## config.mk

```make
export PLATFORM = sky130hd
export DESIGN_NAME = chan_sel_host
export DESIGN_NICKNAME = d
export VERILOG_FILES = /design/src/hw/chan_sel_pkg.sv /design/src/hw/chan_sel_host.sv
export SDC_FILE = /design/constraint.sdc
export NUM_CORES = 1
export LEC_CHECK = 0
export BUFFER_PORTS_ARGS = -buffer_cell sky130_fd_sc_hd__buf_2
export CAP_MARGIN = 20
export CORE_MARGIN = 5
export CORE_UTILIZATION = 55
export CTS_CLUSTER_DIAMETER = 200
export CTS_CLUSTER_SIZE = 30
export DETAILED_ROUTE_END_ITERATION = 12
export PLACE_DENSITY = 0.79
export SLEW_MARGIN = 20
export SYNTH_ARGS = -nofsm -noshare
export SYNTH_HDL_FRONTEND = slang
export SYNTH_SLANG_ARGS = --single-unit
export TNS_END_PERCENT = 50
```

## constraint.sdc

```tcl
create_clock -name clk_sys -period 3.6 [get_ports clk_sys]
set_input_delay 0.54 -clock clk_sys [delete_from_list [all_inputs] [get_ports clk_sys]]
set_output_delay 0.54 -clock clk_sys [all_outputs]
set_load 0.01 [all_outputs]
```

## src/hw/chan_sel_pkg.sv

```systemverilog
package chan_sel_pkg;

    localparam int unsigned CLK_PERIOD_NS = 10;
    localparam int unsigned BUS_SETUP_NS = 250;
    localparam int unsigned TAG_SETUP_NS = 100;
    localparam int unsigned SEL_DELAY_NS = 400;
    localparam int unsigned IGNORE_NS = 1500;
    localparam int unsigned HOLD_LONG_NS = 4000;
    localparam int unsigned HOLD_SHORT_NS = 2000;

    localparam int unsigned BUS_SETUP_CYC = (BUS_SETUP_NS + CLK_PERIOD_NS - 1) / CLK_PERIOD_NS;
    localparam int unsigned TAG_SETUP_CYC = (TAG_SETUP_NS + CLK_PERIOD_NS - 1) / CLK_PERIOD_NS;
    localparam int unsigned SEL_DELAY_CYC = (SEL_DELAY_NS + CLK_PERIOD_NS - 1) / CLK_PERIOD_NS;
    localparam int unsigned IGNORE_CYC = (IGNORE_NS + CLK_PERIOD_NS - 1) / CLK_PERIOD_NS;
    localparam int unsigned HOLD_LONG_CYC = (HOLD_LONG_NS + CLK_PERIOD_NS - 1) / CLK_PERIOD_NS;
    localparam int unsigned HOLD_SHORT_CYC = (HOLD_SHORT_NS + CLK_PERIOD_NS - 1) / CLK_PERIOD_NS;

    localparam int unsigned TIMER_W = 10;
    typedef logic [TIMER_W-1:0] count_t;
    localparam count_t TIMER_RESET = 10'h000;
    localparam count_t HOLD_CNT_RESET = 10'h3ff;
    localparam logic [7:0] BUS_RESET = 8'h00;
    localparam logic [7:0] ZERO_BYTE = 8'h00;

    typedef struct packed {
        logic operational;
        logic address;
        logic select;
        logic hold;
        logic command;
        logic service;
    } out_tags_s;

    typedef struct packed {
        logic operational;
        logic select_ret;
        logic address;
        logic status;
        logic service;
        logic request;
    } in_tags_s;

    localparam out_tags_s OUT_TAGS_RESET = 6'h00;
    localparam in_tags_s IN_TAGS_RESET = 6'h00;

    typedef enum logic [3:0] {
        ST_IDLE = 4'h0,
        ST_ADDR_SETUP = 4'h1,
        ST_SEL_WAIT = 4'h3,
        ST_SELECTING = 4'h2,
        ST_CMD = 4'h6,
        ST_STATUS_WAIT = 4'h7,
        ST_TAG_ACK = 4'h5,
        ST_HOLD_OFF = 4'h4,
        ST_RET_WAIT = 4'hc,
        ST_BUSY_WAIT = 4'hd
    } state_e;

    typedef enum logic [1:0] {
        RES_OK = 2'h0,
        RES_NO_UNIT = 2'h1,
        RES_SHORT_BUSY = 2'h2,
        RES_POLLED = 2'h3
    } result_e;

endpackage

```

## src/hw/chan_sel_host.sv

```systemverilog
`timescale 1ns/1ps
module chan_sel_host (
    input wire logic clk_sys,
    input wire logic rst,
    input wire logic start,
    input wire logic [7:0] start_addr,
    input wire logic [7:0] start_cmd,
    input wire logic poll_enable,
    input wire logic stack_status,
    input wire logic hold_short,
    input wire chan_sel_pkg::in_tags_s tags_in,
    input wire logic [7:0] bus_in,
    output chan_sel_pkg::out_tags_s tags_out,
    output logic [7:0] bus_out,
    output logic bus_out_parity,
    output logic busy,
    output logic done,
    output chan_sel_pkg::result_e result,
    output logic [7:0] addr_back,
    output logic [7:0] status_back
);

    chan_sel_pkg::in_tags_s tags_meta;
    chan_sel_pkg::in_tags_s tags_q;
    chan_sel_pkg::state_e state;
    chan_sel_pkg::count_t timer;
    chan_sel_pkg::count_t hold_low_cnt;
    chan_sel_pkg::count_t hold_min;
    logic polling;
    logic inbound_quiet;
    logic hold_ok;

    // Two-stage capture of every inbound tag line before any decision; bus_in is not captured
    always_ff @(posedge clk_sys)
    begin
        if (rst)
        begin
            tags_meta <= chan_sel_pkg::IN_TAGS_RESET;
            tags_q <= chan_sel_pkg::IN_TAGS_RESET;
        end
        else
        begin
            tags_meta <= tags_in;
            tags_q <= tags_meta;
        end
    end

    // Hold low time counted from its fall; saturates so an idle link is ready
    always_ff @(posedge clk_sys)
    begin
        if (rst)
            hold_low_cnt <= chan_sel_pkg::HOLD_CNT_RESET;
        else if (tags_out.hold)
            hold_low_cnt <= chan_sel_pkg::TIMER_RESET;
        else if (hold_low_cnt != chan_sel_pkg::HOLD_CNT_RESET)
            hold_low_cnt <= hold_low_cnt + 10'h001;
    end

    assign hold_min = hold_short ? chan_sel_pkg::count_t'(chan_sel_pkg::HOLD_SHORT_CYC)
                                 : chan_sel_pkg::count_t'(chan_sel_pkg::HOLD_LONG_CYC);
    assign hold_ok = hold_low_cnt >= hold_min;
    // Request is the only inbound line allowed up between sequences
    assign inbound_quiet = !tags_q.operational && !tags_q.select_ret && !tags_q.address
                           && !tags_q.status && !tags_q.service;
    assign busy = state != chan_sel_pkg::ST_IDLE;
    assign bus_out_parity = ~^bus_out;

    always_ff @(posedge clk_sys)
    begin
        if (rst)
        begin
            state <= chan_sel_pkg::ST_IDLE;
            timer <= chan_sel_pkg::TIMER_RESET;
            tags_out <= chan_sel_pkg::OUT_TAGS_RESET;
            bus_out <= chan_sel_pkg::BUS_RESET;
            polling <= 1'b0;
            done <= 1'b0;
            result <= chan_sel_pkg::RES_OK;
            addr_back <= chan_sel_pkg::BUS_RESET;
            status_back <= chan_sel_pkg::BUS_RESET;
        end
        else
        begin
            done <= 1'b0;
            tags_out.operational <= 1'b1;
            if (timer != chan_sel_pkg::TIMER_RESET)
                timer <= timer - 10'h001;
            case (state)
                chan_sel_pkg::ST_IDLE:
                begin
                    if (inbound_quiet && hold_ok && tags_out.operational)
                    begin
                        if (start)
                        begin
                            bus_out <= start_addr;
                            polling <= 1'b0;
                            timer <= chan_sel_pkg::count_t'(chan_sel_pkg::BUS_SETUP_CYC);
                            state <= chan_sel_pkg::ST_ADDR_SETUP;
                        end
                        else if (poll_enable && tags_q.request)
                        begin
                            // Unit-initiated: select goes out with no address
                            polling <= 1'b1;
                            tags_out.select <= 1'b1;
                            tags_out.hold <= 1'b1;
                            state <= chan_sel_pkg::ST_SELECTING;
                        end
                    end
                end
                chan_sel_pkg::ST_ADDR_SETUP:
                begin
                    if (timer == chan_sel_pkg::TIMER_RESET)
                    begin
                        tags_out.address <= 1'b1;
                        timer <= chan_sel_pkg::count_t'(chan_sel_pkg::SEL_DELAY_CYC);
                        state <= chan_sel_pkg::ST_SEL_WAIT;
                    end
                end
                chan_sel_pkg::ST_SEL_WAIT:
                begin
                    if (timer == chan_sel_pkg::TIMER_RESET)
                    begin
                        tags_out.select <= 1'b1;
                        tags_out.hold <= 1'b1;
                        state <= chan_sel_pkg::ST_SELECTING;
                    end
                end
                chan_sel_pkg::ST_SELECTING:
                begin
                    // Return of select means every unit in chain order passed
                    if (tags_q.select_ret)
                    begin
                        tags_out.select <= 1'b0;
                        tags_out.hold <= 1'b0;
                        state <= chan_sel_pkg::ST_RET_WAIT;
                    end
                    else if (tags_q.status && !polling)
                    begin
                        status_back <= bus_in;
                        tags_out.select <= 1'b0;
                        tags_out.hold <= 1'b0;
                        state <= chan_sel_pkg::ST_BUSY_WAIT;
                    end
                    else if (tags_q.operational)
                    begin
                        tags_out.address <= 1'b0;
                        if (tags_q.address)
                        begin
                            addr_back <= bus_in;
                            bus_out <= polling ? chan_sel_pkg::ZERO_BYTE : start_cmd;
                            tags_out.select <= 1'b0;
                            tags_out.hold <= 1'b0;
                            timer <= chan_sel_pkg::count_t'(chan_sel_pkg::TAG_SETUP_CYC);
                            state <= chan_sel_pkg::ST_CMD;
                        end
                    end
                end
                chan_sel_pkg::ST_RET_WAIT:
                begin
                    if (!tags_q.select_ret)
                    begin
                        tags_out.address <= 1'b0;
                        result <= chan_sel_pkg::RES_NO_UNIT;
                        timer <= chan_sel_pkg::count_t'(chan_sel_pkg::IGNORE_CYC);
                        state <= chan_sel_pkg::ST_HOLD_OFF;
                    end
                end
                chan_sel_pkg::ST_BUSY_WAIT:
                begin
                    if (!tags_q.status)
                    begin
                        tags_out.address <= 1'b0;
                        result <= chan_sel_pkg::RES_SHORT_BUSY;
                        timer <= chan_sel_pkg::count_t'(chan_sel_pkg::IGNORE_CYC);
                        state <= chan_sel_pkg::ST_HOLD_OFF;
                    end
                end
                chan_sel_pkg::ST_CMD:
                begin
                    if (!tags_out.command && timer == chan_sel_pkg::TIMER_RESET)
                        tags_out.command <= 1'b1;
                    else if (tags_out.command && !tags_q.address)
                    begin
                        tags_out.command <= 1'b0;
                        state <= chan_sel_pkg::ST_STATUS_WAIT;
                    end
                end
                chan_sel_pkg::ST_STATUS_WAIT:
                begin
                    if (!tags_q.operational)
                    begin
                        result <= polling ? chan_sel_pkg::RES_POLLED : chan_sel_pkg::RES_OK;
                        timer <= chan_sel_pkg::count_t'(chan_sel_pkg::IGNORE_CYC);
                        state <= chan_sel_pkg::ST_HOLD_OFF;
                    end
                    else if (tags_q.status)
                    begin
                        status_back <= bus_in;
                        bus_out <= chan_sel_pkg::ZERO_BYTE;
                        tags_out.command <= stack_status;
                        tags_out.service <= !stack_status;
                        state <= chan_sel_pkg::ST_TAG_ACK;
                    end
                    else if (tags_q.service)
                    begin
                        // Data transfer is not handled here, so data requests get stop
                        bus_out <= chan_sel_pkg::ZERO_BYTE;
                        tags_out.command <= 1'b1;
                        state <= chan_sel_pkg::ST_TAG_ACK;
                    end
                end
                chan_sel_pkg::ST_TAG_ACK:
                begin
                    if (!tags_q.status && !tags_q.service)
                    begin
                        tags_out.command <= 1'b0;
                        tags_out.service <= 1'b0;
                        state <= chan_sel_pkg::ST_STATUS_WAIT;
                    end
                end
                chan_sel_pkg::ST_HOLD_OFF:
                begin
                    // Inbound tags are not looked at while this runs
                    if (timer == chan_sel_pkg::TIMER_RESET)
                    begin
                        done <= 1'b1;
                        state <= chan_sel_pkg::ST_IDLE;
                    end
                end
                default:
                    state <= chan_sel_pkg::ST_IDLE;
            endcase
        end
    end

    property p_cmd_alone;
        @(posedge clk_sys) disable iff (rst)
        tags_out.command |-> !tags_out.service && !tags_out.select && !tags_out.address;
    endproperty
    a_cmd_alone: assert property (p_cmd_alone) else $error("command up with another tag");

    property p_sel_delay;
        @(posedge clk_sys) disable iff (rst)
        $rose(tags_out.select) && tags_out.address |-> $past(tags_out.address, 40);
    endproperty
    a_sel_delay: assert property (p_sel_delay) else $error("select too soon after address");

    property p_ret_drop;
        @(posedge clk_sys) disable iff (rst)
        tags_out.select && tags_q.select_ret |=> !tags_out.select ##1 !tags_out.select;
    endproperty
    a_ret_drop: assert property (p_ret_drop) else $error("select kept after return");

    property p_ret_low;
        @(posedge clk_sys) disable iff (rst)
        $rose(tags_out.select) |-> !tags_q.select_ret;
    endproperty
    a_ret_low: assert property (p_ret_low) else $error("select raised while return high");

    property p_hold_low;
        @(posedge clk_sys) disable iff (rst)
        $rose(tags_out.hold) |-> $past(hold_low_cnt) >= $past(hold_min);
    endproperty
    a_hold_low: assert property (p_hold_low) else $error("hold low time too short");

    property p_busy_sel;
        @(posedge clk_sys) disable iff (rst)
        state == chan_sel_pkg::ST_BUSY_WAIT |-> !tags_out.select && tags_out.address;
    endproperty
    a_busy_sel: assert property (p_busy_sel) else $error("select up during short busy");

    property p_cmd_interlock;
        @(posedge clk_sys) disable iff (rst)
        $fell(tags_out.command) |-> !$past(tags_q.address) && !$past(tags_q.status);
    endproperty
    a_cmd_interlock: assert property (p_cmd_interlock) else $error("command fell early");

    property p_cmd_stays;
        @(posedge clk_sys) disable iff (rst)
        tags_out.command && tags_q.address |=> tags_out.command;
    endproperty
    a_cmd_stays: assert property (p_cmd_stays) else $error("command dropped under tag");

    property p_zero_byte;
        @(posedge clk_sys) disable iff (rst)
        (tags_out.command && (polling || state == chan_sel_pkg::ST_TAG_ACK)) || tags_out.service
        |-> bus_out == chan_sel_pkg::ZERO_BYTE;
    endproperty
    a_zero_byte: assert property (p_zero_byte) else $error("nonzero byte on proceed");

    property p_sel_kept;
        @(posedge clk_sys) disable iff (rst)
        state == chan_sel_pkg::ST_SELECTING && !tags_q.select_ret && !tags_q.status
        && !(tags_q.operational && tags_q.address) |=> tags_out.select;
    endproperty
    a_sel_kept: assert property (p_sel_kept) else $error("select dropped early");

    property p_quiet_gap;
        @(posedge clk_sys) disable iff (rst)
        $fell(tags_q.operational) && busy |-> !done [*8];
    endproperty
    a_quiet_gap: assert property (p_quiet_gap) else $error("sequence ended without gap");

    c_no_unit: cover property (@(posedge clk_sys) result == chan_sel_pkg::RES_NO_UNIT && done);
    c_short_busy: cover property (@(posedge clk_sys) result == chan_sel_pkg::RES_SHORT_BUSY && done);
    c_claim_ok: cover property (@(posedge clk_sys) result == chan_sel_pkg::RES_OK && done);
    c_polled: cover property (@(posedge clk_sys) result == chan_sel_pkg::RES_POLLED && done);

endmodule

```

==> impl.org, run 1 <==
** Final layout
- The post-route netlist has 22.4% of its cells at a drive strength greater than 1.
- Inserted Diodes :: 0
- The layout has 534 filler cells.
- In the final layout, the multi-input gates occupy about 0.0021 sq mm.
- Synth-to-Final Area Change :: 14.7%
- Layout Cell Area excl Fill :: 0.00419 sq mm
- Area occupied by registers :: 0.00138 sq mm
- Nets :: between 500 and 600

** Floorplanning
- After floorplanning, the core was sized to cover 0.00642 sq mm.
- Count of boundary I/O pins :: 71
- Standard-cell row count :: 29
- The floorplan step defined a die boundary enclosing 0.00838 sq mm.
- The initial utilization of the core area, before any placement, comes to 56.9%.
- From left edge to right edge, the die measures 91.5 microns.
- The die is 91.5 microns tall.

** Setup path
- STA classifies the critical path startpoint as a flop.
- STA puts the critical path data arrival time at 2.84 ns.
- By startpoint and endpoint, the worst setup path is classified as reg -> reg.
- For this run, the slowest stage of the critical path takes 0.63 ns.
- In this design, the largest share of critical-path delay is due to simple AND/OR/NAND/NOR gates.
- The slowest stage of the critical path is the sky130_fd_sc_hd__dfxtp_1 cell.
- Along the worst path, the maximum fanout reaches 15.
- At the worst endpoint, the required time is between 3 and 4 ns.
- Bufs and invs on worst path :: 1
- Critical path cell sequence :: buf_4 -> or4b_4 -> nor2_1 -> a22oi_1 -> a211oi_1
- The worst setup path is captured at a flop.

** Placed design
- The HPWL after detailed placement is 6280 microns.
- Buffers placed on the I/O ports in this run total 70.
- Placer Congestion :: just over 0.9
- Post-Place Cell Area :: 0.00398 sq mm

** Clocking
- Clock network latency to the later pin of the worst-skew pair :: 0.36 ns
- Once the clock tree was built, the resizer swapped 0 gates to a different size.
- Clock buffers created by TritonCTS :: 9
- Clock-pin transition on the worst setup and hold timing paths :: 0.07 ns
- Cell at the root of the clock tree :: sky130_fd_sc_hd__clkbuf_8
- TritonCTS built the clock tree.
- In this run the post-CTS setup repair buffer count came out at 0.
- The H-tree was split into 3 levels.
- The clock net in this run drives a total of 69 sinks.
- Counting along the longest clock path gives a buffer depth of 2.
- The number of hold buffers added after CTS was 0.

** Timing
- Setup Viol. Count Final :: 0
- The clock period could shrink to 2.59 ns.
- Slew @ Worst Pin :: 0.855 ns
- The final-report hold violation count is 0.
- Final clock period utilization by the worst path :: a little under three quarters
- Between clock sinks in the finished design, the worst skew comes to around 0.010 ns.
- TNS Setup :: 0 ns
- For this run, the top clock speed supported by timing is 0.386 GHz.
- Max-slew violation total from the final report :: 0
- RSZ-0062 raised after global routing :: no
- The worst pin sits at a relative slew slack of between 40% and 50%.

** GRT
- The via count of the first global-routing pass came to 3176.
- The number of antenna violations at the first check in global routing is 0.
- Entering global routing, the biggest net connects 58 pins.
- First-pass GRT wire length :: 14600 microns
- In the global route stage, overall resource usage came out at 21.4%.
- Global route overflow :: 0

** Routing
- Ratio of routed vias to standard cells :: 5.87
- The detail route stage leaves a number of antenna-violating nets equal to 0.
- After detailed routing, the average wire length per cell comes to 15.3 microns.
- Via total after detailed routing :: 3306
- Number of design-rule violations left by the first detailed-router iteration :: 315
- Post-Route WL :: 8620 microns
- In the routed design, unresolved DRC markers number 0.
- First-pass DRT Iterations :: 6

** Power and ir drop
- Dividing total power by cell area gives a power density of 821 mW/mm^2.
- The worst-case IR drop observed on VDD is ~0.39 mV.
- For this design the total switching power over the nets is 0.00143 W.
- Switch share :: roughly two fifths
- P_int :: 0.00201 W
- Combinational logic is responsible for 48.3% of the overall power.
- Portion of total power attributed to the clock network :: 18.8%
- The share of total power dissipated in sequential elements is roughly a third.
- Leak :: 1.78 nW

** Synth
- Yosys printed 0 warnings.
- Sequential share of the synthesized area :: 37.8%
- Async SR Flop Fraction :: 0%
- Synthesis handed over a netlist of 422 instances.
- In this run the biggest area consumer among cell types represents 37.8% of the synthesized area.
- The synthesized design spends more area on one cell type than any other, namely sky130_fd_sc_hd__dfxtp_1.
- After synthesis the cells add up to 0.00365 sq mm.
- Prevailing post-synth register cell :: sky130_fd_sc_hd__dfxtp_1
- Number of distinct library cells after synthesis :: 66
- Net Count, Synth :: 466
- Post-synth EDFFs :: 0
- Flip-flop and latch count after synthesis :: 69
- A synthesized cell averages between 8 and 9 sq um.
- Main area contributors after synthesis :: sky130_fd_sc_hd__dfxtp_1, sky130_fd_sc_hd__mux2i_1, sky130_fd_sc_hd__nor2_1

** Flow run
- The tool flagged a number of max-cap violations equal to 0.

** Worst hold path
- Min-delay worst type :: in -> reg

** Run status
- Outcome :: completed
## state kept, by name (all words and copies together) (netlist names)
register / cells
hold_low_cnt: 10
timer: 10
addr_back: 8
bus_out: 8
status_back: 8
tags_meta: 6
tags_q: 6
tags_out: 5
state: 4
result: 2
done: 1
polling: 1
## synth_stat cells, types with 2 or more instances
cell                       instances
sky130_fd_sc_hd__nand2b_1          8
sky130_fd_sc_hd__a21oi_1          21
sky130_fd_sc_hd__buf_6             3
sky130_fd_sc_hd__nand2_1          23
sky130_fd_sc_hd__a21o_1            2
sky130_fd_sc_hd__o31ai_1           2
sky130_fd_sc_hd__dfxtp_1          69
sky130_fd_sc_hd__xor2_1            3
sky130_fd_sc_hd__nor2_1           61
sky130_fd_sc_hd__a22oi_1           8
sky130_fd_sc_hd__o32ai_1           2
sky130_fd_sc_hd__nor2b_1          16
sky130_fd_sc_hd__xnor2_1          12
sky130_fd_sc_hd__nor3_1            9
sky130_fd_sc_hd__o21a_1            2
sky130_fd_sc_hd__o22ai_1           2
sky130_fd_sc_hd__inv_1            14
sky130_fd_sc_hd__a31oi_1           5
sky130_fd_sc_hd__nor4_1            5
sky130_fd_sc_hd__and2_1            2
sky130_fd_sc_hd__mux2i_1          24
sky130_fd_sc_hd__o21ai_0          21
sky130_fd_sc_hd__and4_1            2
sky130_fd_sc_hd__a32o_1            2
sky130_fd_sc_hd__or2_2             5
sky130_fd_sc_hd__buf_4             7
sky130_fd_sc_hd__nand4_1           4
sky130_fd_sc_hd__nand3_1          11
sky130_fd_sc_hd__o21ai_1           2
sky130_fd_sc_hd__buf_2             4
sky130_fd_sc_hd__or3_1             3
sky130_fd_sc_hd__a211oi_1         12
sky130_fd_sc_hd__nor4b_2           2
sky130_fd_sc_hd__buf_1             2
sky130_fd_sc_hd__and3_1            5
sky130_fd_sc_hd__nor3b_1           2
sky130_fd_sc_hd__clkbuf_1          9
sky130_fd_sc_hd__ha_1              8
## power by group through the flow
stage          clock network [W]  logic (W)  registers (W)
5_1_grt                 0.000702    0.00187        0.00116
6_report                0.000648    0.00166        0.00113
4_1_cts                 0.000669    0.00166        0.00113
3_3_place_gp                   0    0.00161        0.00113
3_5_place_dp                   0    0.00165        0.00114
2_1_floorplan                  0    0.00134        0.00108
## worst reg2reg max path, stage by stage (launching register included)
cell	delay, ns
sky130_fd_sc_hd__dfxtp_1	0.63
sky130_fd_sc_hd__buf_4	0.30
sky130_fd_sc_hd__or4b_4	0.54
sky130_fd_sc_hd__nor2_1	0.57
sky130_fd_sc_hd__a22oi_1	0.16
sky130_fd_sc_hd__a211oi_1	0.30
## final cells by class
class                      count  share of cell area [%]
multi-input combinational    314                    49.6
inverter                      14                    1.25
sequential                    69                    33.0
tap                           77                    2.30
timing repair buffer          73                    8.90
clock inverter                 6                    1.70
clock buffer                  10                    3.28
## cell usage in the layout (no fill, tap or decap), types with 3 or more instances in the layout
cell	netlist	final
sky130_fd_sc_hd__buf_2	4	70
sky130_fd_sc_hd__dfxtp_1	69	69
sky130_fd_sc_hd__nor2_1	61	61
sky130_fd_sc_hd__mux2i_1	24	24
sky130_fd_sc_hd__nand2_1	23	23
sky130_fd_sc_hd__a21oi_1	21	21
sky130_fd_sc_hd__o21ai_0	21	21
sky130_fd_sc_hd__nor2b_1	16	16
sky130_fd_sc_hd__inv_1	14	14
sky130_fd_sc_hd__xnor2_1	12	12
sky130_fd_sc_hd__a211oi_1	12	12
sky130_fd_sc_hd__nand3_1	11	11
sky130_fd_sc_hd__clkbuf_8	0	10
sky130_fd_sc_hd__nor3_1	9	9
sky130_fd_sc_hd__nand2b_1	8	8
sky130_fd_sc_hd__a22oi_1	8	8
sky130_fd_sc_hd__ha_1	8	8
sky130_fd_sc_hd__and3_1	5	5
sky130_fd_sc_hd__a31oi_1	5	5
sky130_fd_sc_hd__or2_2	5	5
sky130_fd_sc_hd__nand4_1	4	4
sky130_fd_sc_hd__nor4_1	5	4
sky130_fd_sc_hd__xor2_1	3	3
sky130_fd_sc_hd__or3_1	3	3
sky130_fd_sc_hd__buf_4	7	3
## routing by layer
| layer | global-route usage [%] | vias up | wire length, microns |
|---|---|---|---|
| li1 | - | 1620 | - |
| met1 | 27.4 | 1489 | 3770 |
| met2 | 32.6 | 166 | 3730 |
| met3 | 7.52 | 31 | 856 |
| met4 | 9.42 | 0 | 268 |
| met5 | 0 | - | 0 |
## final timing paths
| check | startpoint | endpoint | slack [ns] | depth (start not counted) |
|---|---|---|---|---|
| max reg2reg | state[1]$_SDFFE_PP0P_ | bus_out[4]$_SDFFE_PP0P_ | 1.01 | 5 |
| min | tags_in[0] | tags_meta[0]$_SDFF_PP0_ | 0.40 | 2 |
| min reg2reg | tags_meta[2]$_SDFF_PP0_ | tags_q[2]$_SDFF_PP0_ | 0.44 | 1 |
| max | state[1]$_SDFFE_PP0P_ | bus_out[4]$_SDFFE_PP0P_ | 1.01 | 5 |
## through the flow
step | hold WS, ns | util, % | total power, W | std cells | setup slack [ns]
after floorplan | 0.414 | - | 0.00242 | 422 | 1.48
after global routing | 0.387 | 65.3 | 0.00373 | 563 | 0.728
after CTS | 0.377 | 65.3 | 0.00346 | 563 | 1.05
after detailed placement | 0.422 | 62.0 | 0.00279 | 547 | 1.06
final | 0.396 | 65.3 | 0.00344 | 563 | 1.01
after global placement | 0.417 | 62.0 | 0.00274 | 547 | 1.12
## cell families after synthesis
family / count (synthesis) / synth area share, %
xor+xnor: 15 / 3.59
mux: 25 / 6.88
flops: 69 / 37.8
simple gates: 170 / 25.3
fa+ha+maj: 8 / 2.74
buf+inv: 39 / 5.48
compound gates: 96 / 18.2
Note: power is estimated with default switching activity, not from simulation.
==> inputs of run 2 (changes only) <==
- clock period: 3.6 -> 2.5 ns (I/O delays scaled with it)
==> run 2 against run 1 <==
Compared with the run above:
- via count grew 1.2%
- setup slack lost 0.91 ns
- first-iteration DRC count grew 15%
- clock power grew 44%
- global-route usage grew 0.096 points
- routed wire length grew 2.8%
- power grew 47%
- non-clock buffer count grew 11
- hold slack lost 0.17 ns
- register-to-register slack lost 0.91 ns
- critical endpoint is now state[0]$_SDFFE_PP0P_
==> impl.org, run 2 (synthesis gave the netlist of run 1 again) <==
** Setup path
- The slowest stage of the critical path belongs to the cell sky130_fd_sc_hd__a2111oi_4.
- Type of the worst setup path :: reg -> reg
- The maximum fanout along the worst path is 5 (-10).
- CP Capture Type :: flop
- The critical path arrival was 2.64 ns (-0.20 ns).
- Sort of element at the start of the critical path :: flop
- Traced cell by cell, the critical path runs through inv_1 -> ha_1 -> nor3b_1 -> and3_1 -> o32ai_1 -> a2111oi_4 -> o21ai_1 -> a32o_1.
- The worst path buffer plus inverter count came to 1 (unchanged).
- The required time of the critical path was 2.75 ns (-1.11 ns).
- Delay-heaviest family, CP :: compound AO/OA/AOI/OAI gates
- The largest stage delay on the critical path was 0.47 ns (-0.16 ns).

** Power and ir drop
- Cell Pwr Density :: 1180 mW/mm^2 (+44%)
- Power, Total :: 0.00505 W (+47%)
- Worst ir drop on vdd :: 0.467 mV (+20%)
- Leak :: 1.85 nW (+3.4%)

** Routing
- Number of design-rule violations left by the first detailed-router iteration :: 363 (+15%)
- Post-Route WL :: 8860 microns (+2.8%)
- The number of antenna-violating nets in the routed design is 0 (unchanged).
- The count of vias placed by the detailed router was 3346 (+1.2%).
- The number of DRC violations after detailed routing was 0 (unchanged).
- The routed length per placed instance was 15.4 microns (+0.85%).
- First-pass DRT Iterations :: 5 (-1)
- Ratio of routed vias to standard cells :: 5.83 (-0.73%)

** Floorplanning
- The cell row count came to 29 (unchanged).
- The starting density of the core was 56.9% (unchanged).
- Count of boundary I/O pins :: 71 (unchanged)
- The height of the chip came to 91.5 microns (unchanged).
- The area enclosed by the die boundary was 0.00838 sq mm (unchanged).
- Floorplan die width :: 91.5 microns (unchanged)
- Core region area :: 0.00642 sq mm (unchanged)

** Clocking
- The number of buffers added to fix hold violations after cts came to 0 (unchanged).
- Cell at the root of the clock tree :: sky130_fd_sc_hd__clkbuf_8
- The clock transition time at the flip-flop clock pins of the worst setup and hold paths is 0.08 ns (about the same).
- TritonCTS built the clock tree.
- The buffers inserted during post-CTS setup optimization came to 0 (unchanged).
- The level count of the clock H-tree is 3 (unchanged).
- Clock buffers created by TritonCTS :: 9 (unchanged)
- Clock sink total :: 69 (unchanged)
- Maximum root-to-sink buffer count :: 2 (unchanged)
- Clock network latency to the later pin of the worst-skew pair :: 0.35 ns (about the same)

** GRT
- First-pass GRT wire length :: 14900 microns (+1.9%)
- The sum of overflow across all layers after global routing came to 0 (unchanged).
- Via count of the first global-routing pass :: 3238 (+2.0%)
- The overall routing resource usage came to 21.5% (+0.096 points).
- Pin count of the biggest net entering global routing :: 32 (-45%)
- Number of antenna violations at the first check in global routing :: 0 (unchanged)

** Timing
- The post-route setup TNS was 0 ns (unchanged).
- The final worst hold slack is 0.226 ns (-0.170 ns).
- Setup repair after global routing left no endpoint under its margin.
- The final count of pins violating max slew was 0 (unchanged).
- Skew final :: 0.00958 ns (-0.000579 ns)
- The slew at the pin closest to its max-slew limit is 0.736 ns (-0.119 ns).
- Minimum period implied by the final worst setup slack :: 2.40 ns (-0.193 ns)
- The final worst setup slack came to 0.104 ns (-0.907 ns).
- The worst slew margin relative to its limit is 50.6% (+7.7 points).
- Final clock period utilization by the worst path :: 95.9% (+24 points)
- Final hold violations :: 0 (unchanged)
- The achievable clock frequency came to 0.417 GHz (+8.0%).
- Setup Viol. Count Final :: 0 (unchanged)

** Final layout
- In the final layout, the registers with the most flip-flops are hold_low_cnt: 10 flops, timer: 10 flops.
- The final-stage net count is 536 (+2.1%).
- The number of standard cells in the final layout excluding fillers came to 574 (+2.0%).
- Leading cell types in the layout, fill and taps excluded :: sky130_fd_sc_hd__buf_2, sky130_fd_sc_hd__dfxtp_1, sky130_fd_sc_hd__nor2_1
- The area growth from synthesis to layout is 17.0%.
- The number of diodes added for antenna fixing is 0 (unchanged).
- Most common library cell in the layout ignoring fill and taps :: sky130_fd_sc_hd__buf_2
- Number of filler cells placed in the layout :: 558 (+4.5%)
- Fraction of layout cells with a size suffix above 1 :: 24.5% (+2.1 points)

** Placed design
- The worst slack at placement came to 0.155 ns (-0.903 ns).
- The HPWL after detailed placement was 6600 microns (+5.1%).
- Instance count after placement with tap cells included :: 558 (+2.0%)
- The count of port buffers added during placement came to 70 (unchanged).
- Placer Congestion :: 0.956 (+2.3%)

** Flow run
- Maximum Capacitance Violations :: 0 (unchanged)

** Worst hold path
- Min-delay worst type :: in -> reg

** Run status
- Outcome :: completed
-- run 2: cell type report --
| cell class | count | area (sq um) | share of cell area, % |
|---|---|---|---|
| Clock inverter | 7 | 81.3 | 1.90 |
| Sequential cell | 69 | 1380 | 32.3 |
| Timing Repair Buffer | 84 | 455 | 10.6 |
| Inverter | 14 | 52.6 | 1.23 |
| Clock buffer | 9 | 124 | 2.90 |
| Multi-Input combinational cell | 314 | 2090 | 48.8 |
| Tap cell | 77 | 96.3 | 2.25 |
-- run 2: repair_timing --
action / in CTS / in global routing
setup endpoints to repair: 0 / 3
hold endpoints to repair: 0 / 0
gates resized for setup: 0 / 2
-- run 2: report_power, final --
| group | leakage, nW | switching, W | internal, W |
|---|---|---|---|
| registers | 0.565 | 0.000255 | 0.00133 |
| clock network | 0.100 | 0.000462 | 0.000472 |
| logic | 1.18 | 0.00140 | 0.00114 |
-- run 2: worst paths after layout --
check / start / end / slack (ns) / cells past startpoint
setup / recovery: timer[0]$_SDFF_PP0_ / state[0]$_SDFFE_PP0P_ / 0.10 / 8
setup reg to reg: timer[0]$_SDFF_PP0_ / state[0]$_SDFFE_PP0P_ / 0.10 / 8
hold / removal: tags_in[1] / tags_meta[1]$_SDFF_PP0_ / 0.23 / 2
hold reg to reg: tags_meta[4]$_SDFF_PP0_ / tags_q[4]$_SDFF_PP0_ / 0.45 / 1
-- run 2: stage by stage --
stage	utilization, %	area [sq um]
2_1_floorplan	-	3650
3_5_place_dp	63.3	4070
6_report	66.6	4280
4_1_cts	66.5	4270
3_3_place_gp	63.3	4070
5_1_grt	66.6	4280
-- run 2: routing by layer --
layer,GRT usage [%],wire length (microns)
met1,26.9,3820
met2,33.9,3980
met3,6.86,890
met4,9.55,172
met5,0,0
